==> config.mk <==
export PLATFORM = sky130hd
export DESIGN_NAME = gp8_port
export DESIGN_NICKNAME = d
export VERILOG_FILES = /design/src/inc/gp8_pkg.sv /design/src/core/gp8_port.sv /design/src/core/gp8_sync.sv /design/src/core/gp8_pad.sv
export SDC_FILE = /design/constraint.sdc
export NUM_CORES = 1
export LEC_CHECK = 0
export BUFFER_PORTS_ARGS = -buffer_cell sky130_fd_sc_hd__buf_4
export CELL_PAD_IN_SITES_DETAIL_PLACEMENT = 1
export CELL_PAD_IN_SITES_GLOBAL_PLACEMENT = 1
export CORE_MARGIN = 2
export CORE_UTILIZATION = 32
export CTS_BUF_LIST = sky130_fd_sc_hd__clkbuf_4 sky130_fd_sc_hd__clkbuf_8
export DETAILED_ROUTE_END_ITERATION = 16
export GPL_ROUTABILITY_DRIVEN = 0
export PLACE_DENSITY = 0.89
export SYNTH_ARGS = -nofsm -noshare
export SYNTH_HDL_FRONTEND = slang
export SYNTH_SLANG_ARGS = --single-unit
==> constraint.sdc <==
create_clock -name REF_CLK_IN -period 2.6 [get_ports REF_CLK_IN]
set_input_delay 0.78 -clock REF_CLK_IN [delete_from_list [all_inputs] [get_ports REF_CLK_IN]]
set_output_delay 0.78 -clock REF_CLK_IN [all_outputs]
set_load 0.03 [all_outputs]
==> src/inc/gp8_pkg.sv <==
// Package for the eight-bit general-purpose I/O port: offsets, resets, carriers
package gp8_pkg;

	// ==========================================
	// Sizes
	localparam int GP8_PINS = 8;
	localparam int GP8_AW = 12;

	// ==========================================
	// Register byte offsets
	localparam logic [11:0] GP8_OFF_DIRECTION = 12'h000;
	localparam logic [11:0] GP8_OFF_LATCH = 12'h004;
	localparam logic [11:0] GP8_OFF_READBACK = 12'h008;

	// ==========================================
	// Reset values
	localparam logic [7:0] GP8_RST_DIRECTION = 8'h00;
	localparam logic [7:0] GP8_RST_LATCH = 8'h00;

	// Value returned for a direction read, deliberately not its contents
	localparam logic [31:0] GP8_DIRECTION_READ = 32'h0000_0000;
	// Value returned for an unmapped read
	localparam logic [31:0] GP8_UNMAPPED_READ = 32'h0000_0000;

	// ==========================================
	// Carriers
	typedef struct packed {
		logic psel;
		logic penable;
		logic pwrite;
		logic [11:0] paddr;
		logic [31:0] pwdata;
	} gp8_apb_req_t;

	typedef struct packed {
		logic pready;
		logic pslverr;
		logic [31:0] prdata;
	} gp8_apb_rsp_t;

	typedef struct packed {
		logic [7:0] dout;
		logic [7:0] oe;
	} gp8_pad_drive_t;

	typedef enum logic [1:0] {
		GP8_SEL_NONE,
		GP8_SEL_DIRECTION,
		GP8_SEL_LATCH,
		GP8_SEL_READBACK
	} gp8_sel_t;

endpackage

==> src/core/gp8_port.sv <==
// Eight-bit general-purpose I/O port with APB register access
module gp8_port (
	// Clock and reset
	input wire logic REF_CLK_IN,
	input wire logic RSTN_IN,
	// APB slave
	input wire gp8_pkg::gp8_apb_req_t APB_REQ_IN,
	output gp8_pkg::gp8_apb_rsp_t APB_RSP_OUT,
	// Pins
	input wire logic [7:0] PIN_IN,
	output logic [7:0] PIN_OUT,
	output logic [7:0] PIN_OE_OUT
);
	import gp8_pkg::*;

	// ==========================================
	// Register state
	logic [7:0] direction;
	logic [7:0] latch;
	logic [7:0] next_direction;
	logic [7:0] next_latch;
	logic [31:0] prdata;
	logic [31:0] next_prdata;
	logic pslverr;
	logic next_pslverr;

	logic [7:0] pin_level;
	logic [7:0] readback;
	logic [7:0] drive;
	logic [7:0] oe;
	gp8_sel_t sel;
	logic access;

	// ==========================================
	// Pin synchroniser
	gp8_sync #(
		.WIDTH(GP8_PINS)
	) i_gp8_sync (
		.clk_in(REF_CLK_IN),
		.rstn_in(RSTN_IN),
		.d_in(PIN_IN),
		.q_out(pin_level)
	);

	// ==========================================
	// Pin logic
	gp8_pad #(
		.WIDTH(GP8_PINS)
	) i_gp8_pad (
		.direction_in(direction),
		.latch_in(latch),
		.pin_level_in(pin_level),
		.readback_out(readback),
		.drive_out(drive),
		.oe_out(oe)
	);

	// ==========================================
	// Address decode
	always_comb begin
		if (APB_REQ_IN.paddr == GP8_OFF_DIRECTION) begin
			sel = GP8_SEL_DIRECTION;
		end else if (APB_REQ_IN.paddr == GP8_OFF_LATCH) begin
			sel = GP8_SEL_LATCH;
		end else if (APB_REQ_IN.paddr == GP8_OFF_READBACK) begin
			sel = GP8_SEL_READBACK;
		end else begin
			sel = GP8_SEL_NONE;
		end
	end

	// Zero-wait slave: the access phase completes in its first cycle
	assign access = APB_REQ_IN.psel && APB_REQ_IN.penable;

	// ==========================================
	// Register next values
	always_comb begin
		next_direction = direction;
		next_latch = latch;
		next_prdata = prdata;
		next_pslverr = 1'b0;
		if (APB_REQ_IN.psel && !APB_REQ_IN.penable) begin
			// Read data is prepared in setup so it is stable through access
			case (sel)
				GP8_SEL_DIRECTION: next_prdata = GP8_DIRECTION_READ;
				GP8_SEL_LATCH: next_prdata = {24'h000000, latch};
				GP8_SEL_READBACK: next_prdata = {24'h000000, readback};
				default: next_prdata = GP8_UNMAPPED_READ;
			endcase
			next_pslverr = (sel == GP8_SEL_NONE);
		end
		if (access && APB_REQ_IN.pwrite) begin
			case (sel)
				GP8_SEL_DIRECTION: next_direction = APB_REQ_IN.pwdata[7:0];
				GP8_SEL_LATCH: next_latch = APB_REQ_IN.pwdata[7:0];
				default: next_latch = latch;
			endcase
		end
		if (access) begin
			next_pslverr = (sel == GP8_SEL_NONE);
		end
		if (!RSTN_IN) begin
			next_direction = GP8_RST_DIRECTION;
			next_latch = GP8_RST_LATCH;
			next_prdata = 32'h0000_0000;
			next_pslverr = 1'b0;
		end
	end

	always_ff @(posedge REF_CLK_IN) begin
		direction <= next_direction;
		latch <= next_latch;
		prdata <= next_prdata;
		pslverr <= next_pslverr;
	end

	// ==========================================
	// Outputs
	assign APB_RSP_OUT.pready = 1'b1;
	assign APB_RSP_OUT.pslverr = pslverr & access;
	assign APB_RSP_OUT.prdata = prdata;
	assign PIN_OUT = drive;
	assign PIN_OE_OUT = oe;
endmodule

==> src/core/gp8_sync.sv <==
// Two-flop synchroniser for the pin inputs
module gp8_sync #(
	parameter int WIDTH = 8
) (
	// Clock and reset
	input wire logic clk_in,
	input wire logic rstn_in,
	// Data
	input wire logic [WIDTH-1:0] d_in,
	output logic [WIDTH-1:0] q_out
);
	logic [WIDTH-1:0] stage1;
	logic [WIDTH-1:0] stage2;
	logic [WIDTH-1:0] next_stage1;
	logic [WIDTH-1:0] next_stage2;

	always_comb begin
		next_stage1 = d_in;
		next_stage2 = stage1;
		if (!rstn_in) begin
			next_stage1 = '0;
			next_stage2 = '0;
		end
	end

	always_ff @(posedge clk_in) begin
		stage1 <= next_stage1;
		stage2 <= next_stage2;
	end

	assign q_out = stage2;
endmodule

==> src/core/gp8_pad.sv <==
// Per-pin drive and readback selection
module gp8_pad #(
	parameter int WIDTH = 8
) (
	// Register state
	input wire logic [WIDTH-1:0] direction_in,
	input wire logic [WIDTH-1:0] latch_in,
	// Synchronised pin levels
	input wire logic [WIDTH-1:0] pin_level_in,
	// Results
	output logic [WIDTH-1:0] readback_out,
	output logic [WIDTH-1:0] drive_out,
	output logic [WIDTH-1:0] oe_out
);
	genvar n;
	generate
		for (n = 0; n < WIDTH; n++) begin : g_pin
			// Bit n of every register belongs to pin n
			assign oe_out[n] = direction_in[n];
			assign drive_out[n] = latch_in[n];
			// Output pins read the latch, input pins read the pin
			assign readback_out[n] = direction_in[n] ? latch_in[n] : pin_level_in[n];
		end
	endgenerate
endmodule

==> impl_metrics.prom <==
# TYPE chip_impl_metric gauge
chip_impl_metric{name="place_area",unit="sq um"} 2260
chip_impl_info{name="worst-setup-path-type",value="in -> reg"} 1
chip_impl_metric{name="wl_per_cell",unit="microns"} 12.9
chip_impl_metric{name="drc",unit=""} 0
chip_impl_metric{name="worst_slew_margin_rel",unit=""} 0.652
chip_impl_info{name="ctsRootBufferMaster",value="sky130_fd_sc_hd__clkbuf_8"} 1
chip_impl_metric{name="placementRows",unit=""} 27
chip_impl_metric{name="finalSetupViolations",unit=""} 0
chip_impl_metric{name="cts_inserted_buffers",unit=""} 5
chip_impl_metric{name="timing.clock.skew",unit="ns"} 0.00179
chip_impl_info{name="critical_path.reg2reg.startpoint",value="direction[4]$_SDFFE_PN0P_"} 1
chip_impl_metric{name="cap_viol_max_count",unit=""} 0
chip_impl_info{name="r2r_end",value="prdata[4]$_SDFFE_PN0P_"} 1
chip_impl_metric{name="effective_utilization_at_floorplan",unit=""} 0.333
chip_impl_metric{name="power.density",unit="nW/um^2"} 567
chip_impl_metric{name="max-vdd-ir-drop",unit="mV"} 0.345
chip_impl_metric{name="grt_remaining_overflow",unit=""} 0
chip_impl_info{name="critical_path.startpoint_type",value="primary input"} 1
chip_impl_metric{name="post_synth.cell_area_avg",unit="sq um"} 9.60
chip_impl_metric{name="number_of_buffers_on_the_longest_clock_path",unit=""} 2
chip_impl_metric{name="first_global_vias",unit=""} 1397
chip_impl_metric{name="floorplan.io_pins",unit=""} 107
chip_impl_info{name="crit_path_cell_trace",value="buf_4, or4_4, nor3_4, nor4b_4, buf_4, mux2i_1"} 1
chip_impl_metric{name="synth-async-reset-ratio",unit=""} 0
chip_impl_metric{name="area.growth.synth_to_final",unit="%"} 29.9
chip_impl_metric{name="min_period",unit="ns"} 2.20
chip_impl_metric{name="worst_ep_required_time",unit="ns"} 2.82
chip_impl_info{name="status",value="completed"} 1
chip_impl_metric{name="drt_first_pass_iters",unit=""} 4
chip_impl_metric{name="vias_per_cell",unit=""} 4.44
chip_impl_metric{name="arrival",unit="ns"} 2.42
chip_impl_metric{name="detailedRoute.firstIterationViolations",unit=""} 23
chip_impl_metric{name="fin_crit_sh",unit=""} 0.845
chip_impl_metric{name="post_synthesis_register_bit_count",unit=""} 41
chip_impl_metric{name="insertion_delay",unit="ns"} 0.29
chip_impl_metric{name="placeable_core_region",unit="sq um"} 5510
chip_impl_info{name="min_to",value="i_gp8_sync.q_out[0]$_SDFF_PN0_"} 1
chip_impl_info{name="dominantRegCellSynth",value="sky130_fd_sc_hd__dfxtp_1"} 1
chip_impl_metric{name="synth-warning-count",unit=""} 0
chip_impl_metric{name="wire_length_of_the_first_global_routing_pass",unit="mm"} 6.52
chip_impl_info{name="hp-start",value="i_gp8_sync.stage1[0]$_SDFF_PN0_"} 1
chip_impl_metric{name="detail_route.wirelength",unit="mm"} 4.20
chip_impl_metric{name="chipHeight",unit="microns"} 79.7
chip_impl_metric{name="via_count",unit=""} 1442
chip_impl_metric{name="die-width",unit="microns"} 79.7
chip_impl_info{name="end_kind",value="register"} 1
chip_impl_metric{name="share_of_synthesized_area_occupied_by_flip_flops_and_latches",unit=""} 0.447
chip_impl_metric{name="hold_viol",unit=""} 0
chip_impl_metric{name="rrSetupSlack",unit="ns"} 1.43
chip_impl_metric{name="track_usage",unit=""} 0.134
chip_impl_metric{name="antenna_cells_inserted",unit=""} 0
chip_impl_metric{name="finalSetupTns",unit="ns"} 0
chip_impl_metric{name="synthesized_netlist_cell_count",unit=""} 191
chip_impl_metric{name="worst-r2r-cell-count",unit=""} 3
chip_impl_metric{name="count_of_different_cell_masters_after_synthesis",unit=""} 30
chip_impl_metric{name="clkSinkCount",unit=""} 41
chip_impl_metric{name="synth_edf_count",unit=""} 0
chip_impl_metric{name="max_freq",unit="MHz"} 455
chip_impl_info{name="grt_setup_unrepaired",value="false"} 1
chip_impl_metric{name="place_hpwl",unit="mm"} 3.19
chip_impl_metric{name="fin_nets",unit=""} 309
chip_impl_metric{name="synth.cell_area",unit="sq um"} 1830
chip_impl_metric{name="drive_gt1_frac",unit=""} 0.332
chip_impl_metric{name="clkSlewWorstSetupHoldPaths",unit="ns"} 0.08
chip_impl_metric{name="post-cts-setup-buffer-count",unit=""} 0
chip_impl_metric{name="crit_fanout",unit=""} 5
chip_impl_metric{name="port-buffer-count",unit=""} 57
chip_impl_info{name="cpMostUsedCell",value="sky130_fd_sc_hd__buf_4"} 1
chip_impl_metric{name="cts-htree-levels",unit=""} 2
chip_impl_metric{name="leakage",unit="nW"} 1.06
chip_impl_info{name="clock_tree_from_tritoncts",value="yes"} 1
chip_impl_info{name="critPathSlowestCell",value="sky130_fd_sc_hd__or4_4"} 1
chip_impl_metric{name="pin_count_of_the_biggest_net_entering_global_routing",unit=""} 50
chip_impl_metric{name="cell_count_of_the_worst_hold_path",unit=""} 1
chip_impl_metric{name="max_stage_delay",unit="ns"} 0.57
chip_impl_metric{name="antenna_violating_nets_post_route",unit=""} 0
chip_impl_metric{name="final_cell_area",unit="sq um"} 2380
chip_impl_metric{name="post_cts.resized_instances",unit=""} 0
chip_impl_metric{name="fillerInstances",unit=""} 649
chip_impl_metric{name="design_power_total",unit="W"} 0.00135
chip_impl_metric{name="hold_buffers",unit=""} 0
chip_impl_metric{name="grt_antenna_before_repair",unit=""} 0
chip_impl_metric{name="die-area",unit="sq um"} 6350
chip_impl_info{name="hold_path.class",value="reg -> reg"} 1
chip_impl_metric{name="timing.final.max_slew_violations",unit=""} 0
chip_impl_metric{name="worst_slew_pin_slew",unit="ns"} 0.522
-- sequential cells by signal, summed over array words and instances, names as in the netlist --
name               flops
direction              8
i_gp8_sync.q_out       8
i_gp8_sync.stage1      8
latch                  8
prdata                 8
pslverr                1
-- placed cells by master, fill, tap and decap left out, drive strengths merged --
cell and n:
buf 64, dfxtp 41, nand2 29, conb 25, and2 16, mux2i 16, o21ai 7, clkbuf 7
nor2b 5, mux2 5, a221oi 5, nor2 5, inv 3, nand2b 3, and3 2, or4 2
nand3 2, nor4 2, a21o 2, a222oi 2, a211oi 2, nor3 2, a32oi 1, or2 1
o211ai 1, nor4b 1, a21oi 1, bufinv 1
-- metal layers --
metal	share of wire	up-vias	track usage
li1	-	711	-
met4	0.0079	0	0.0362
met2	0.53	44	0.246
met1	0.40	683	0.145
met3	0.069	4	0.0441
met5	0	-	0
-- synth_stat cells, types with 3 or more instances --
library cell | instances | area [sq um]
sky130_fd_sc_hd__buf_4 | 26 | 195
sky130_fd_sc_hd__dfxtp_1 | 41 | 821
sky130_fd_sc_hd__and2_1 | 16 | 100
sky130_fd_sc_hd__nand2_1 | 29 | 109
sky130_fd_sc_hd__nor2b_1 | 5 | 31.3
sky130_fd_sc_hd__clkbuf_1 | 6 | 22.5
sky130_fd_sc_hd__a221oi_1 | 5 | 43.8
sky130_fd_sc_hd__o21ai_0 | 6 | 30.0
sky130_fd_sc_hd__nor2_1 | 5 | 18.8
sky130_fd_sc_hd__mux2i_1 | 16 | 160
sky130_fd_sc_hd__mux2_2 | 5 | 56.3
sky130_fd_sc_hd__inv_1 | 3 | 11.3
sky130_fd_sc_hd__nand2b_1 | 3 | 18.8
-- through the flow --
stage	hold WS (ns)	setup WS [ns]	std cells	util
after floorplan	0.412	0.406	214	-
after global placement	0.415	0.161	317	0.411
after detailed placement	0.422	0.0891	317	0.411
after CTS	0.441	0.384	325	0.433
after global routing	0.460	0.323	325	0.433
final	0.437	0.403	325	0.433
-- power by group --
| part | switching (W) | leakage [nW] | internal, W |
|---|---|---|---|
| Clock | 0.000218 | 0.0619 | 0.000324 |
| Sequential | 0.00000455 | 0.335 | 0.000644 |
| Combinational | 0.000103 | 0.668 | 0.0000573 |
| Total | 0.000325 | 1.06 | 0.00102 |
-- logic make-up after synthesis --
group	after synthesis	synth area share
AO/OA/AOI/OAI	21	0.0818
buffers and inverters	36	0.131
flip-flops	41	0.447
multiplexers	21	0.118
other	2	0.00409
AND/OR/NAND/NOR	70	0.218
-- cell type report --
class / instances / area (sq um) / share of cell area
clock inverters: 1 / 30.0 / 0.0126
multi-input cells: 137 / 860 / 0.361
clock buffers: 7 / 90.1 / 0.0378
flip-flops and latches: 41 / 821 / 0.345
repair buffers: 64 / 480 / 0.202
inverters: 3 / 11.3 / 0.00473
well taps: 72 / 90.1 / 0.0378
-- critical path, delay by kind of cell --
kind                   cells  cell delay (ns)
buffers and inverters      2             0.32
muxes                      1             0.20
and+or+nand+nor            3             1.11
-- worst max-delay path by stage --
| stage | end | from | slack (ns) |
|---|---|---|---|
| after floorplan | latch[0]$_SDFFE_PN0P_ | APB_REQ_IN[37] | 0.41 |
| after global placement | latch[5]$_SDFFE_PN0P_ | APB_REQ_IN[37] | 0.16 |
| after detailed placement | latch[2]$_SDFFE_PN0P_ | APB_REQ_IN[37] | 0.09 |
| after CTS | latch[5]$_SDFFE_PN0P_ | APB_REQ_IN[37] | 0.38 |
| after global routing | latch[2]$_SDFFE_PN0P_ | APB_REQ_IN[37] | 0.32 |
| final | latch[5]$_SDFFE_PN0P_ | APB_REQ_IN[37] | 0.40 |
(Power assumes the default switching activity.)
